[config.mk]
export PLATFORM = sky130hd
export DESIGN_NAME = ubc_core
export DESIGN_NICKNAME = d
export VERILOG_FILES = /design/src/ubc_pkg.sv /design/src/ubc_core.sv
export SDC_FILE = /design/constraint.sdc
export NUM_CORES = 1
export LEC_CHECK = 0
export BUFFER_PORTS_ARGS = -buffer_cell sky130_fd_sc_hd__buf_2
export CAP_MARGIN = 20
export CORE_MARGIN = 4
export CORE_UTILIZATION = 30
export CTS_BUF_LIST = sky130_fd_sc_hd__clkbuf_16
export DETAILED_ROUTE_END_ITERATION = 7
export GPL_TIMING_DRIVEN = 0
export PLACE_DENSITY = 0.47
export SYNTH_ARGS = -nofsm -noshare
export SYNTH_HDL_FRONTEND = slang
export SYNTH_SLANG_ARGS = --single-unit
[constraint.sdc]
create_clock -name clk_i -period 5.25 [get_ports clk_i]
set_input_delay 0.2625 -clock clk_i [delete_from_list [all_inputs] [get_ports clk_i]]
set_output_delay 0.2625 -clock clk_i [all_outputs]
set_load 0.05 [all_outputs]
[src/ubc_pkg.sv]
package ubc_pkg;
    // register byte offsets
    localparam logic [7:0] A_DATA = 8'h00;
    localparam logic [7:0] A_IER = 8'h04;
    localparam logic [7:0] A_ISR = 8'h08;
    localparam logic [7:0] A_FCR = 8'h0c;
    localparam logic [7:0] A_LCR = 8'h10;
    localparam logic [7:0] A_MCR = 8'h14;
    localparam logic [7:0] A_LSR = 8'h18;
    localparam logic [7:0] A_DLL = 8'h1c;
    localparam logic [7:0] A_DLM = 8'h20;
    // reset values
    localparam logic [7:0] DLL_RST = 8'h01;
    localparam logic [7:0] DLM_RST = 8'h00;
    localparam logic [7:0] CTL_RST = 8'h00;
    // field positions
    localparam int MCR_PRESC = 7;
    localparam int FCR_EN = 0;
    localparam int FCR_RXCLR = 1;
    localparam int FCR_TXCLR = 2;
    localparam int FCR_TXTRG = 4;
    localparam int FCR_RXTRG = 6;
    localparam int IER_RDA = 0;
    localparam int IER_THR = 1;
    localparam int IER_RLS = 2;
    localparam int LCR_STB = 2;
    localparam int LCR_PEN = 3;
    localparam int LCR_EPS = 4;
    localparam int LCR_STICK = 5;
    // interrupt ids
    localparam logic [3:0] ID_NONE = 4'h1;
    localparam logic [3:0] ID_THR = 4'h2;
    localparam logic [3:0] ID_RDA = 4'h4;
    localparam logic [3:0] ID_RLS = 4'h6;
    localparam logic [3:0] ID_TO = 4'hc;
    // timing counts
    localparam logic [1:0] PRESC_LAST = 2'h3;
    localparam logic [3:0] SMP_LAST = 4'hf;
    localparam logic [3:0] SMP_MID = 4'h7;
    localparam logic [3:0] WORD_MIN = 4'h5;
    localparam int TO_WORDS = 4;
    localparam int TO_BITS = 12;
    localparam int SMP_PER_BIT = 16;

    typedef struct packed {
        logic brk;
        logic fe;
        logic pe;
        logic [7:0] data;
    } ubc_rx_ent_t;
endpackage

[src/ubc_core.sv]
// Local design decisions: the address map and the APB register port.
`timescale 1ns/100ps
module ubc_core
    import ubc_pkg::*;
#(
    parameter int DEPTH = 16
)(
    input wire logic clk_i,
    input wire logic rst_n_i,
    input wire logic psel_i,
    input wire logic penable_i,
    input wire logic pwrite_i,
    input wire logic [7:0] paddr_i,
    input wire logic [31:0] pwdata_i,
    output logic [31:0] prdata_o,
    output logic pready_o,
    output logic pslverr_o,
    input wire logic rxd_i,
    output logic txd_o,
    output logic irq_o
);
    localparam int AW = $clog2(DEPTH);
    localparam logic [AW:0] FULL = (AW+1)'(DEPTH);

    typedef enum logic [2:0] {T_IDLE, T_START, T_DATA, T_PAR, T_STOP} ubc_tx_st_t;
    typedef enum logic [2:0] {R_IDLE, R_START, R_DATA, R_PAR, R_STOP} ubc_rx_st_t;

    function automatic logic [4:0] trig_lvl(input logic [1:0] s);
        case (s)
            2'h0: return 5'h01;
            2'h1: return 5'h04;
            2'h2: return 5'h08;
            default: return 5'h0e;
        endcase
    endfunction

    function automatic logic par_bit(input logic p, input logic [7:0] l);
        return l[LCR_STICK] ? ~l[LCR_EPS] : (p ^ ~l[LCR_EPS]);
    endfunction

    logic [7:0] ier_reg, fcr_reg, lcr_reg, mcr_reg, dll_reg, dlm_reg;
    logic [31:0] prdata_reg;
    logic irq_reg, oe_reg, tick_reg, to_reg, rx_prev_reg, dl_wr_reg;
    logic [1:0] pre_reg;
    logic [15:0] brg_reg;
    logic [7:0] tx_mem [DEPTH];
    ubc_rx_ent_t rx_mem [DEPTH];
    logic [AW-1:0] tx_wp_reg, tx_rp_reg, rx_wp_reg, rx_rp_reg;
    logic [AW:0] tx_cnt_reg, rx_cnt_reg;
    ubc_tx_st_t tx_st_reg;
    ubc_rx_st_t rx_st_reg;
    logic [3:0] tx_smp_reg, rx_smp_reg, tx_bit_reg, rx_bit_reg;
    logic [7:0] tx_sh_reg, rx_sh_reg;
    logic txd_reg, tx_par_reg, rx_par_reg, pe_reg, stop2_reg;
    logic [9:0] to_cnt_reg;

    logic wr_acc, rd_acc, wr_thr, rd_rhr, mapped, fifo_en, pre_tick;
    logic tx_pop, rx_push, rx_pop, thre, temt, dr;
    logic [15:0] div_eff;
    logic [3:0] nbits, isr_id;
    logic [9:0] to_lim;
    logic [AW:0] cap;
    ubc_rx_ent_t head, rx_ent;

    ////////////////////////////////////////////////////////////////////////
    // apb slave
    assign wr_acc = psel_i & penable_i & pwrite_i;
    assign rd_acc = psel_i & penable_i & ~pwrite_i;
    assign wr_thr = wr_acc && paddr_i == A_DATA;
    assign rd_rhr = rd_acc && paddr_i == A_DATA;
    assign mapped = paddr_i <= A_DLM && paddr_i[1:0] == 2'h0;
    assign pready_o = 1'b1;
    assign pslverr_o = psel_i & penable_i & ~mapped;
    assign prdata_o = prdata_reg;
    assign irq_o = irq_reg;
    assign fifo_en = fcr_reg[FCR_EN];
    assign cap = fifo_en ? FULL : (AW+1)'(1);
    assign nbits = WORD_MIN + {2'h0, lcr_reg[1:0]};

    always_ff @(posedge clk_i or negedge rst_n_i)
    begin
        if (!rst_n_i)
        begin
            ier_reg <= CTL_RST;
            fcr_reg <= CTL_RST;
            lcr_reg <= CTL_RST;
            mcr_reg <= CTL_RST;
            dll_reg <= DLL_RST;
            dlm_reg <= DLM_RST;
            dl_wr_reg <= 1'b0;
        end
        else if (wr_acc)
        begin
            case (paddr_i)
                A_IER: ier_reg <= pwdata_i[7:0];
                A_FCR: fcr_reg <= {pwdata_i[7:3], 2'h0, pwdata_i[0]};
                A_LCR: lcr_reg <= pwdata_i[7:0];
                A_MCR: mcr_reg <= pwdata_i[7:0];
                A_DLL: dll_reg <= pwdata_i[7:0];
                A_DLM: dlm_reg <= pwdata_i[7:0];
                default: ;
            endcase
            if (paddr_i == A_DLL || paddr_i == A_DLM)
                dl_wr_reg <= 1'b1;
        end
    end

    // read data captured in the setup cycle
    always_ff @(posedge clk_i or negedge rst_n_i)
    begin
        if (!rst_n_i)
            prdata_reg <= 32'h0;
        else if (psel_i && !penable_i && !pwrite_i)
        begin
            case (paddr_i)
                A_DATA: prdata_reg <= {24'h0, head.data};
                A_IER: prdata_reg <= {24'h0, ier_reg};
                A_ISR: prdata_reg <= {24'h0, {2{fifo_en}}, 2'h0, isr_id};
                A_FCR: prdata_reg <= {24'h0, fcr_reg};
                A_LCR: prdata_reg <= {24'h0, lcr_reg};
                A_MCR: prdata_reg <= {24'h0, mcr_reg};
                A_LSR: prdata_reg <= {24'h0, fifo_en & dr & (head.brk | head.fe | head.pe),
                    temt, thre, dr ? {head.brk, head.fe, head.pe} : 3'h0,
                    oe_reg, dr};
                A_DLL: prdata_reg <= {24'h0, dll_reg};
                A_DLM: prdata_reg <= {24'h0, dlm_reg};
                default: prdata_reg <= 32'h0;
            endcase
        end
    end

    ////////////////////////////////////////////////////////////////////////
    // prescaler and baud generator
    assign pre_tick = mcr_reg[MCR_PRESC] ? pre_reg == PRESC_LAST : 1'b1;
    assign div_eff = {dlm_reg, dll_reg} == 16'h0 ? 16'h1 : {dlm_reg, dll_reg};

    always_ff @(posedge clk_i or negedge rst_n_i)
    begin
        if (!rst_n_i)
        begin
            pre_reg <= 2'h0;
            brg_reg <= 16'h0;
            tick_reg <= 1'b0;
        end
        else
        begin
            pre_reg <= pre_reg + 2'h1;
            tick_reg <= pre_tick && brg_reg >= div_eff - 16'h1;
            if (pre_tick)
                brg_reg <= brg_reg >= div_eff - 16'h1 ? 16'h0 : brg_reg + 16'h1;
        end
    end

    ////////////////////////////////////////////////////////////////////////
    // transmit fifo
    always_ff @(posedge clk_i or negedge rst_n_i)
    begin
        if (!rst_n_i)
        begin
            tx_wp_reg <= '0;
            tx_rp_reg <= '0;
            tx_cnt_reg <= '0;
        end
        else if (wr_acc && paddr_i == A_FCR && pwdata_i[FCR_TXCLR])
        begin
            tx_wp_reg <= '0;
            tx_rp_reg <= '0;
            tx_cnt_reg <= '0;
        end
        else
        begin
            if (wr_thr && tx_cnt_reg < cap)
            begin
                tx_mem[tx_wp_reg] <= pwdata_i[7:0];
                tx_wp_reg <= tx_wp_reg + 1'b1;
            end
            if (tx_pop)
                tx_rp_reg <= tx_rp_reg + 1'b1;
            tx_cnt_reg <= tx_cnt_reg + (AW+1)'(wr_thr && tx_cnt_reg < cap) - (AW+1)'(tx_pop);
        end
    end

    assign thre = tx_cnt_reg == '0;
    assign temt = thre && tx_st_reg == T_IDLE;
    assign tx_pop = tick_reg && tx_st_reg == T_IDLE && !thre;
    assign txd_o = txd_reg;

    ////////////////////////////////////////////////////////////////////////
    // transmitter
    always_ff @(posedge clk_i or negedge rst_n_i)
    begin
        if (!rst_n_i)
        begin
            tx_st_reg <= T_IDLE;
            txd_reg <= 1'b1;
            tx_smp_reg <= 4'h0;
            tx_bit_reg <= 4'h0;
            tx_sh_reg <= 8'h0;
            tx_par_reg <= 1'b0;
            stop2_reg <= 1'b0;
        end
        else if (tick_reg)
        begin
            tx_smp_reg <= tx_smp_reg + 4'h1;
            case (tx_st_reg)
                T_IDLE:
                    if (!thre)
                    begin
                        tx_st_reg <= T_START;
                        txd_reg <= 1'b0;
                        tx_sh_reg <= tx_mem[tx_rp_reg];
                        tx_smp_reg <= 4'h0;
                    end
                T_START:
                    if (tx_smp_reg == SMP_LAST)
                    begin
                        tx_st_reg <= T_DATA;
                        txd_reg <= tx_sh_reg[0];
                        tx_par_reg <= tx_sh_reg[0];
                        tx_bit_reg <= 4'h0;
                    end
                T_DATA:
                    if (tx_smp_reg == SMP_LAST)
                    begin
                        if (tx_bit_reg == nbits - 4'h1)
                        begin
                            tx_st_reg <= lcr_reg[LCR_PEN] ? T_PAR : T_STOP;
                            txd_reg <= lcr_reg[LCR_PEN] ? par_bit(tx_par_reg, lcr_reg) : 1'b1;
                            stop2_reg <= 1'b0;
                        end
                        else
                        begin
                            tx_sh_reg <= tx_sh_reg >> 1;
                            txd_reg <= tx_sh_reg[1];
                            tx_par_reg <= tx_par_reg ^ tx_sh_reg[1];
                            tx_bit_reg <= tx_bit_reg + 4'h1;
                        end
                    end
                T_PAR:
                    if (tx_smp_reg == SMP_LAST)
                    begin
                        tx_st_reg <= T_STOP;
                        txd_reg <= 1'b1;
                    end
                T_STOP:
                    if (tx_smp_reg == SMP_LAST)
                    begin
                        stop2_reg <= 1'b1;
                        if (stop2_reg || !lcr_reg[LCR_STB])
                            tx_st_reg <= T_IDLE;
                    end
                default: tx_st_reg <= T_IDLE;
            endcase
        end
    end

    ////////////////////////////////////////////////////////////////////////
    // receiver
    always_ff @(posedge clk_i or negedge rst_n_i)
    begin
        if (!rst_n_i)
        begin
            rx_st_reg <= R_IDLE;
            rx_prev_reg <= 1'b1;
            rx_smp_reg <= 4'h0;
            rx_bit_reg <= 4'h0;
            rx_sh_reg <= 8'h0;
            rx_par_reg <= 1'b0;
            pe_reg <= 1'b0;
        end
        else
        begin
            rx_prev_reg <= rxd_i;
            if (rx_st_reg == R_IDLE)
            begin
                if (rx_prev_reg && !rxd_i)
                begin
                    rx_st_reg <= R_START;
                    rx_smp_reg <= 4'h0;
                    rx_sh_reg <= 8'h0;
                    rx_bit_reg <= 4'h0;
                    rx_par_reg <= 1'b0;
                    pe_reg <= 1'b0;
                end
            end
            else if (tick_reg)
            begin
                rx_smp_reg <= rx_smp_reg + 4'h1;
                case (rx_st_reg)
                    R_START:
                        if (rx_smp_reg == SMP_MID)
                        begin
                            rx_st_reg <= rxd_i ? R_IDLE : R_DATA;
                            rx_smp_reg <= 4'h0;
                        end
                    R_DATA:
                        if (rx_smp_reg == SMP_LAST)
                        begin
                            rx_sh_reg[rx_bit_reg[2:0]] <= rxd_i;
                            rx_par_reg <= rx_par_reg ^ rxd_i;
                            rx_bit_reg <= rx_bit_reg + 4'h1;
                            if (rx_bit_reg == nbits - 4'h1)
                                rx_st_reg <= lcr_reg[LCR_PEN] ? R_PAR : R_STOP;
                        end
                    R_PAR:
                        if (rx_smp_reg == SMP_LAST)
                        begin
                            pe_reg <= rxd_i != par_bit(rx_par_reg, lcr_reg);
                            rx_st_reg <= R_STOP;
                        end
                    R_STOP:
                        if (rx_smp_reg == SMP_LAST)
                            rx_st_reg <= R_IDLE;
                    default: rx_st_reg <= R_IDLE;
                endcase
            end
        end
    end

    assign rx_ent = '{brk: !rxd_i && rx_sh_reg == 8'h0, fe: !rxd_i, pe: pe_reg, data: rx_sh_reg};
    assign rx_push = tick_reg && rx_st_reg == R_STOP && rx_smp_reg == SMP_LAST;
    assign rx_pop = rd_rhr && dr;
    assign dr = rx_cnt_reg != '0;
    assign head = rx_mem[rx_rp_reg];

    ////////////////////////////////////////////////////////////////////////
    // receive fifo and overrun
    always_ff @(posedge clk_i or negedge rst_n_i)
    begin
        if (!rst_n_i)
        begin
            rx_wp_reg <= '0;
            rx_rp_reg <= '0;
            rx_cnt_reg <= '0;
            oe_reg <= 1'b0;
        end
        else
        begin
            if (rx_push && rx_cnt_reg == cap)
                oe_reg <= 1'b1;
            else if (rd_acc && paddr_i == A_LSR)
                oe_reg <= 1'b0;
            if (wr_acc && paddr_i == A_FCR && pwdata_i[FCR_RXCLR])
            begin
                rx_wp_reg <= '0;
                rx_rp_reg <= '0;
                rx_cnt_reg <= '0;
            end
            else
            begin
                if (rx_push && rx_cnt_reg < cap)
                begin
                    rx_mem[rx_wp_reg] <= rx_ent;
                    rx_wp_reg <= rx_wp_reg + 1'b1;
                end
                if (rx_pop)
                    rx_rp_reg <= rx_rp_reg + 1'b1;
                rx_cnt_reg <= rx_cnt_reg + (AW+1)'(rx_push && rx_cnt_reg < cap)
                    - (AW+1)'(rx_pop);
            end
        end
    end

    ////////////////////////////////////////////////////////////////////////
    // receive time-out
    assign to_lim = 10'((TO_WORDS * nbits + TO_BITS) * SMP_PER_BIT);

    always_ff @(posedge clk_i or negedge rst_n_i)
    begin
        if (!rst_n_i)
        begin
            to_cnt_reg <= 10'h0;
            to_reg <= 1'b0;
        end
        else
        begin
            if (rx_push || rd_rhr || !dr)
                to_cnt_reg <= 10'h0;
            else if (tick_reg && to_cnt_reg != to_lim)
                to_cnt_reg <= to_cnt_reg + 10'h1;
            if (fifo_en && dr && to_cnt_reg == to_lim)
                to_reg <= 1'b1;
            else if (rd_rhr || rx_push || !dr)
                to_reg <= 1'b0;
        end
    end

    ////////////////////////////////////////////////////////////////////////
    // interrupt identification
    always_comb
    begin
        if (ier_reg[IER_RLS] && (oe_reg || (dr && (head.brk | head.fe | head.pe))))
            isr_id = ID_RLS;
        else if (ier_reg[IER_RDA] && (fifo_en ? rx_cnt_reg >= trig_lvl(fcr_reg[FCR_RXTRG +: 2])
                : dr))
            isr_id = ID_RDA;
        else if (ier_reg[IER_RDA] && to_reg)
            isr_id = ID_TO;
        else if (ier_reg[IER_THR] && (fifo_en ? tx_cnt_reg < trig_lvl(fcr_reg[FCR_TXTRG +: 2])
                : thre))
            isr_id = ID_THR;
        else
            isr_id = ID_NONE;
    end

    always_ff @(posedge clk_i or negedge rst_n_i)
    begin
        if (!rst_n_i)
            irq_reg <= 1'b0;
        else
            irq_reg <= isr_id != ID_NONE;
    end

    ////////////////////////////////////////////////////////////////////////
    // checks
    property p_presc;
        @(posedge clk_i) disable iff (!rst_n_i)
        (mcr_reg[MCR_PRESC] && pre_tick) |=> !pre_tick [*3];
    endproperty
    a_presc: assert property (p_presc) else $error("prescaler not dividing by 4");

    property p_div_default;
        @(posedge clk_i) disable iff (!rst_n_i)
        !dl_wr_reg |-> {dlm_reg, dll_reg} == 16'h0001;
    endproperty
    a_div_default: assert property (p_div_default) else $error("divisor default wrong");

    property p_bit_len;
        @(posedge clk_i) disable iff (!rst_n_i)
        ($past(tx_st_reg) != T_IDLE && $changed(txd_reg))
            |-> $past(tick_reg) && $past(tx_smp_reg) == SMP_LAST;
    endproperty
    a_bit_len: assert property (p_bit_len) else $error("tx bit not 16 samples");

    property p_lsb_first;
        @(posedge clk_i) disable iff (!rst_n_i)
        (tx_st_reg == T_START && tick_reg && tx_smp_reg == SMP_LAST)
            |=> txd_reg == $past(tx_sh_reg[0]) && tx_st_reg == T_DATA;
    endproperty
    a_lsb_first: assert property (p_lsb_first) else $error("first data bit not lsb");

    property p_thr_write;
        @(posedge clk_i) disable iff (!rst_n_i)
        (wr_thr && thre && !(wr_acc && paddr_i == A_FCR)) |=> !thre && !temt;
    endproperty
    a_thr_write: assert property (p_thr_write) else $error("holding write not seen");

    property p_temt;
        @(posedge clk_i) disable iff (!rst_n_i)
        temt |-> txd_reg && tx_st_reg == T_IDLE;
    endproperty
    a_temt: assert property (p_temt) else $error("empty while shifting");

    property p_false_start;
        @(posedge clk_i) disable iff (!rst_n_i)
        (rx_st_reg == R_START && tick_reg && rx_smp_reg == SMP_MID && rxd_i)
            |=> rx_st_reg == R_IDLE && rx_cnt_reg <= $past(rx_cnt_reg);
    endproperty
    a_false_start: assert property (p_false_start) else $error("false start kept");

    property p_start_edge;
        @(posedge clk_i) disable iff (!rst_n_i)
        (rx_st_reg == R_IDLE && rx_prev_reg && !rxd_i) |=> rx_st_reg == R_START && rx_smp_reg == 4'h0;
    endproperty
    a_start_edge: assert property (p_start_edge) else $error("start edge missed");

    property p_rx_pop;
        @(posedge clk_i) disable iff (!rst_n_i)
        (rx_pop && !rx_push && !wr_acc) |=> rx_cnt_reg == $past(rx_cnt_reg) - 1'b1
            && rx_rp_reg == $past(rx_rp_reg) + 1'b1;
    endproperty
    a_rx_pop: assert property (p_rx_pop) else $error("rx read did not advance");

    property p_timeout;
        @(posedge clk_i) disable iff (!rst_n_i)
        (fifo_en && dr && to_cnt_reg == to_lim) |=> to_reg;
    endproperty
    a_timeout: assert property (p_timeout) else $error("time-out not raised");
endmodule // ubc_core

## Yosys cells after proc, flatten, opt, wreduce, memory -nomap -nowiden

Memories as Yosys holds them, arrays and structs flattened.
Cells that the tools add are included.

| word-level totals | value |
|---|---|
| logic and storage cells | 315 |
| bits in latches | 0 |
| output and inout port bits | 36 |
| flip-flop bits (word level) | 180 |
| memories | 2 |
| bits in writable memories | 304 |
| input bits | 46 |
| bits in read-only memories | 0 |

Memories:

| name | words | bits a word | read ports | clocked after Yosys merged registers in | wr ports | line | text |
|---|---|---|---|---|---|---|---|
| rx_mem | 16 | 11 | 1 | 0 | 1 | ubc_core.sv:47 | `ubc_rx_ent_t rx_mem [DEPTH];` |
| tx_mem | 16 | 8 | 1 | 0 | 1 | ubc_core.sv:46 | `logic [7:0] tx_mem [DEPTH];` |

| cells by class | value |
|---|---|
| multipliers | 0 |
| shifts and indexed selects | 0 |
| add/sub/neg operators | 19 |
| eq/ne operators | 45 |
| $lt $le $gt $ge | 8 |
| bitwise operators | 15 |
| div/mod/pow operators | 0 |
| reduce and logical (&&, ||, !) cells | 82 |
| mux-type cells | 110 |

Operators with widths:

| operator | count |
|---|---|
| two-way mux 4 bit | 25 |
| one-hot mux 8 bit (9 select lines) | 1 |
| two-way mux 8 bit | 8 |
| two-way mux 3 bit | 17 |
| two-way mux 1 bit | 35 |
| two-way mux 5 bit | 7 |
| adder 4 x 1 -> 4 bit (second input constant) | 8 |
| == test 8 x 5 -> 1 bit (second input constant) | 4 |
| logical AND 1 bit | 32 |
| two-way mux 16 bit | 2 |
| nonzero test 2 bit | 14 |
| one-hot mux 4 bit (3 select lines) | 2 |
| two-way mux 10 bit | 2 |
| adder 16 x 1 -> 16 bit (second input constant) | 1 |
| == test 8 x 4 -> 1 bit (second input constant) | 2 |
| >= comparator 16 bit | 1 |
| zero test 16 bit | 1 |
| zero test 8 bit | 2 |
| inequality test 2 bit (second input constant) | 8 |
| one-hot mux 8 bit (2 select lines) | 1 |
| subtractor 16 x 1 -> 16 bit (second input constant) | 1 |
| < comparator 5 bit | 3 |
| inequality test 3 bit (second input constant) | 5 |
| one-hot mux 3 bit (5 select lines) | 1 |
| 51 further kinds | 96 |

## Longest topological paths before layout

An unclocked memory read counts as a cell.

| logic depth | value |
|---|---|
| word-level depth | 20 |
| mapped depth | 18 |
| mapped depth without buffers | 17 |

## Worst setup path before layout

OpenSTA, ideal clock, no wires.

| path | value |
|---|---|
| path type | flip-flop to flip-flop |
| start point | register dlm_reg[1] |
| end point | register brg_reg[10] |
| clock period less this slack | 3,798 ps |
| cell stages (with the launch flop) | 19 |
| required time | 5,178 ps |
| path buffers | 1 |
| path slack | 1,452 ps |
| library setup time | 72 ps |
| arrival | 3,726 ps |
| cells stage by stage | dfrtp_1 > or4_1 > or3_1 > nor4_1 > a21oi_1 > ha_1 > nand3_1 > or2_2 > nor2_1 > xnor2_1 > ha_1 > a21o_1 > a21o_1 > a21oi_1 > o21ai_0 > a21o_1 > and2_1 > clkbuf_1 > nor2_1 |

| between the ends | value |
|---|---|
| cells in the longest elaborated chain, start to end | 5 |

Ends and longest elaborated chain:

| item | line | text |
|---|---|---|
| from (decl) | ubc_core.sv:41 | `logic [7:0] ier_reg, fcr_reg, lcr_reg, mcr_reg, dll_reg, dlm_reg;` |
| from (signal assigned) | ubc_core.sv:100 | `A_DLM: dlm_reg <= pwdata_i[7:0];` |
| zero test 16 bit | ubc_core.sv:135 | `assign div_eff = {dlm_reg, dll_reg} == 16'h0 ? 16'h1 : {dlm_reg, dll_reg};` |
| two-way mux 16 bit (*) | ubc_core.sv:135 |  |
| subtractor 16 x 1 -> 16 bit (*) | ubc_core.sv:150 | `brg_reg <= brg_reg >= div_eff - 16'h1 ? 16'h0 : brg_reg + 16'h1;` |
| >= comparator 16 bit (*) | ubc_core.sv:150 |  |
| two-way mux 16 bit (*) | ubc_core.sv:150 |  |
| to (signal assigned) | ubc_core.sv:150 |  |
| to (decl) | ubc_core.sv:45 | `logic [15:0] brg_reg;` |

Every way passes the cells marked *; elsewhere a longest branch is shown, timed or not.
A chain may end at the register's enable or synchronous reset.

## Worst setup path in the final report

| path | value |
|---|---|
| start point | register dlm_reg[0] |
| end point | register brg_reg[9] |

Same word-level chain as after synthesis.

==> results.yml <==
yosys:
  yosys_warnings: 0
  part_of_the_yosys_area_used_for_sequential_elements: 0.619
  yosys_most_used_dff: "sky130_fd_sc_hd__edfxtp_1"
  syn-cell-area_mm2: 0.0211
  netlist_instances: 1448
  async_flop_share: 0.339
  synth_top_area_cells: "sky130_fd_sc_hd__edfxtp_1 43%, sky130_fd_sc_hd__dfrtp_1 18%, sky130_fd_sc_hd__mux4_2 10%"
  postSynthRegisterBits: 460
  yosysUniqueCellTypes: 74
  synth_enable_flop_cells: 304
  post-synth-top-area-cell: "sky130_fd_sc_hd__edfxtp_1"
  synthDominantCellAreaShare: 0.433
  synth_area_per_cell_um2: 14.6
final_layout:
  layout.cells.most_common: "sky130_fd_sc_hd__edfxtp_1"
  num-nets-final: 1684
  layout_utilization: 0.352
  largest_register_ff_count: 176
  mostFrequentLayoutCells: "304 x sky130_fd_sc_hd__edfxtp_1, 153 x sky130_fd_sc_hd__dfrtp_1, 95 x sky130_fd_sc_hd__nor2_1, 95 x sky130_fd_sc_hd__mux4_2, 79 x sky130_fd_sc_hd__nand2_1"
  area.sequential_mm2: 0.0130
  final_cell_count_no_fill: 2547
  multiInputGateArea_mm2: 0.00758
  nFillCells: 6681
  drive_gt1_frac: 0.202
  area_delta_synth_final_pct: 15.3
floorplanning:
  die_height_um: 273
  start_util: 0.305
  floorplan.die_area_mm2: 0.0746
  fp.dieW_um: 273
  design.core.area_mm2: 0.0691
  std_cell_rows: 96
  ios: 82
grt:
  grt_start_max_net_pins: 93
  global_route_congestion_overflow_total: 0
  grt_first_pass_wirelength_um: 80800
  track_usage: 0.143
  antenna_found_initial: 5
  grt_pass1_vias: 12779
status:
  run_status: "finished, final reports clean"
sta:
  total_of_endpoints_with_negative_setup_slack_in_the_final_report: 0
  hold_viol_final: 0
  timing.final.max_slew_violations: 0
  final_min_period_over_clock_period: 0.874
  period_needed_ns: 4.59
  worstMarginPinSlew_ns: 0.971
  final.setup_skew_ns: 0.00879
  unrepaired_setup_endpoints_after_global_routing: "false"
  slew_headroom: 0.348
  max_freq_mhz: 218
  setup_slack_ns: 0.660
  final.setup.tns_ns: 0
clock_network:
  cts-resized-gates: 0
  clock_tree.buffer_depth: 3
  tritoncts: "done"
  htree_num_levels: 2
  cts.repair_timing.setup_buffer_count: 0
  clock_transition_at_the_register_clock_pins_on_the_worst_setup_and_hold_paths_after_cts_ns: 0.06
  cts-root-buf: "sky130_fd_sc_hd__clkbuf_16"
  clock_sink_count: 460
  worstSkewPairLatency_ns: 0.59
  cts_hold_buffers: 2
  number_of_buffers_created_by_cts: 51
hold_path:
  min_path_type: "primary input to flop"
route:
  wire_per_inst_um: 20.9
  drt_wl_total_um: 53200
  ant_nets: 0
  detailedRoute.firstIterationViolations: 925
  firstDrtPassIters: 5
  drcViolationCount: 0
  vias_per_cell: 4.90
  via_count: 12475
critical_path:
  arrival_time_of_data_at_the_critical_path_endpoint_ns: 5.04
  reg2reg_setup_slack_ns: 0.66
  cp-start-kind: "flop"
  worst-path-max-fanout: 10
  critPathRequiredTime_ns: 5.70
  timing.setup.critical_path_class: "flop to flop"
  worstSetupEndpointType: "flop"
placed_design:
  placed_cells: 2449
  gp_routability_congestion: 0.814
  placement.setup.worst_slack_ns: 0.639
  buffer_ports.inserted: 31
  dp_hpwl_um: 36600
power_and_ir_drop:
  power_leakage_uw: 0.00917
  power_density_mw_per_mm2: 403
  peakVddDrop_uv: 254
run:
  maxCapViolations: 0
==> critical path, stage by stage, from the launching register on <==
cell	delay [ns]
sky130_fd_sc_hd__dfrtp_1	0.49
sky130_fd_sc_hd__or4_1	0.59
sky130_fd_sc_hd__or3_1	0.38
sky130_fd_sc_hd__nor4_1	0.44
sky130_fd_sc_hd__a21oi_1	0.19
sky130_fd_sc_hd__ha_1	0.26
sky130_fd_sc_hd__nand3_1	0.13
sky130_fd_sc_hd__or2_2	0.17
sky130_fd_sc_hd__nor3_1	0.07
sky130_fd_sc_hd__xnor2_1	0.14
sky130_fd_sc_hd__ha_1	0.30
sky130_fd_sc_hd__nand4_1	0.11
sky130_fd_sc_hd__nor3_1	0.21
sky130_fd_sc_hd__a21o_1	0.31
sky130_fd_sc_hd__and2_1	0.16
sky130_fd_sc_hd__clkbuf_1	0.40
sky130_fd_sc_hd__nor2_1	0.10
==> through the flow <==
stage	hold slack, ns	cell area (um2)	total power (uW)
detailed placement	0.276	22700	6560
global route	0.129	24300	10300
CTS	0.0543	24300	9980
global placement	0.411	22500	6510
floorplan	-0.0331	21200	5910
finish	0.0992	24300	9800
==> layout make-up <==
type / count / area share
Antenna cell: 3 / 0.000309
Buffer: 83 / 0.0172
Clock buffer: 52 / 0.0535
Clock inverter: 41 / 0.0109
Inverter: 51 / 0.00788
Multi-Input combinational cell: 877 / 0.312
Sequential cell: 460 / 0.536
Tap cell: 931 / 0.0479
Timing Repair Buffer: 49 / 0.0138
==> synthesized netlist by cell type (all sizes together) (16+ instances only) <==
| master | instances |
|---|---|
| edfxtp | 304 |
| mux2i | 20 |
| nor4 | 20 |
| nor2b | 22 |
| nand4 | 20 |
| mux2 | 46 |
| inv | 51 |
| nor3 | 26 |
| and3 | 23 |
| nor2 | 98 |
| ha | 63 |
| dfrtp | 153 |
| a21oi | 34 |
| xnor2 | 30 |
| mux4 | 95 |
| xor2 | 32 |
| nand2 | 80 |
| buf | 41 |
| and2 | 21 |
| nand3 | 29 |
| o21ai | 56 |
| clkbuf | 42 |
| a22oi | 16 |
==> power by group <==
part / switching (uW) / internal [uW] / total [uW]
Sequential: 324 / 4230 / 4560
Clock: 1470 / 1900 / 3360
Combinational: 1050 / 831 / 1880
==> logic make-up (layout without fill, tap and decap cells) <==
group           after synthesis  in the layout  synth area share
mux                         161            161             0.136
fa+ha+maj                    65             65            0.0393
buf+inv                     134            276            0.0289
flops                       460            460             0.619
simple gates                388            388            0.0956
other cells                   2             28          0.000356
xor+xnor                     63             63            0.0268
compound gates              175            175            0.0547
==> per-layer routing <==
metal | vias up | global-route usage | routed length, um
met2 | 269 | 0.243 | 26200
met5 | - | 0 | 0
met1 | 6413 | 0.193 | 23300
met4 | 0 | 0.0354 | 1120
met3 | 74 | 0.0208 | 2530
li1 | 5719 | - | -
==> path summary, 6_finish.rpt <==
path,from,endpoint,cells past startpoint
min in group asynchronous,rst_n_i,brg_reg[9],2
hold reg to reg,pre_reg[0],pre_reg[0],1
max in group asynchronous,rst_n_i,rx_prev_reg,3
setup reg to reg,dlm_reg[0],brg_reg[9],16
hold / removal,pwrite_i,oe_reg,3
setup / recovery,dlm_reg[0],brg_reg[9],16
Note: power is estimated with default switching activity, not from simulation.
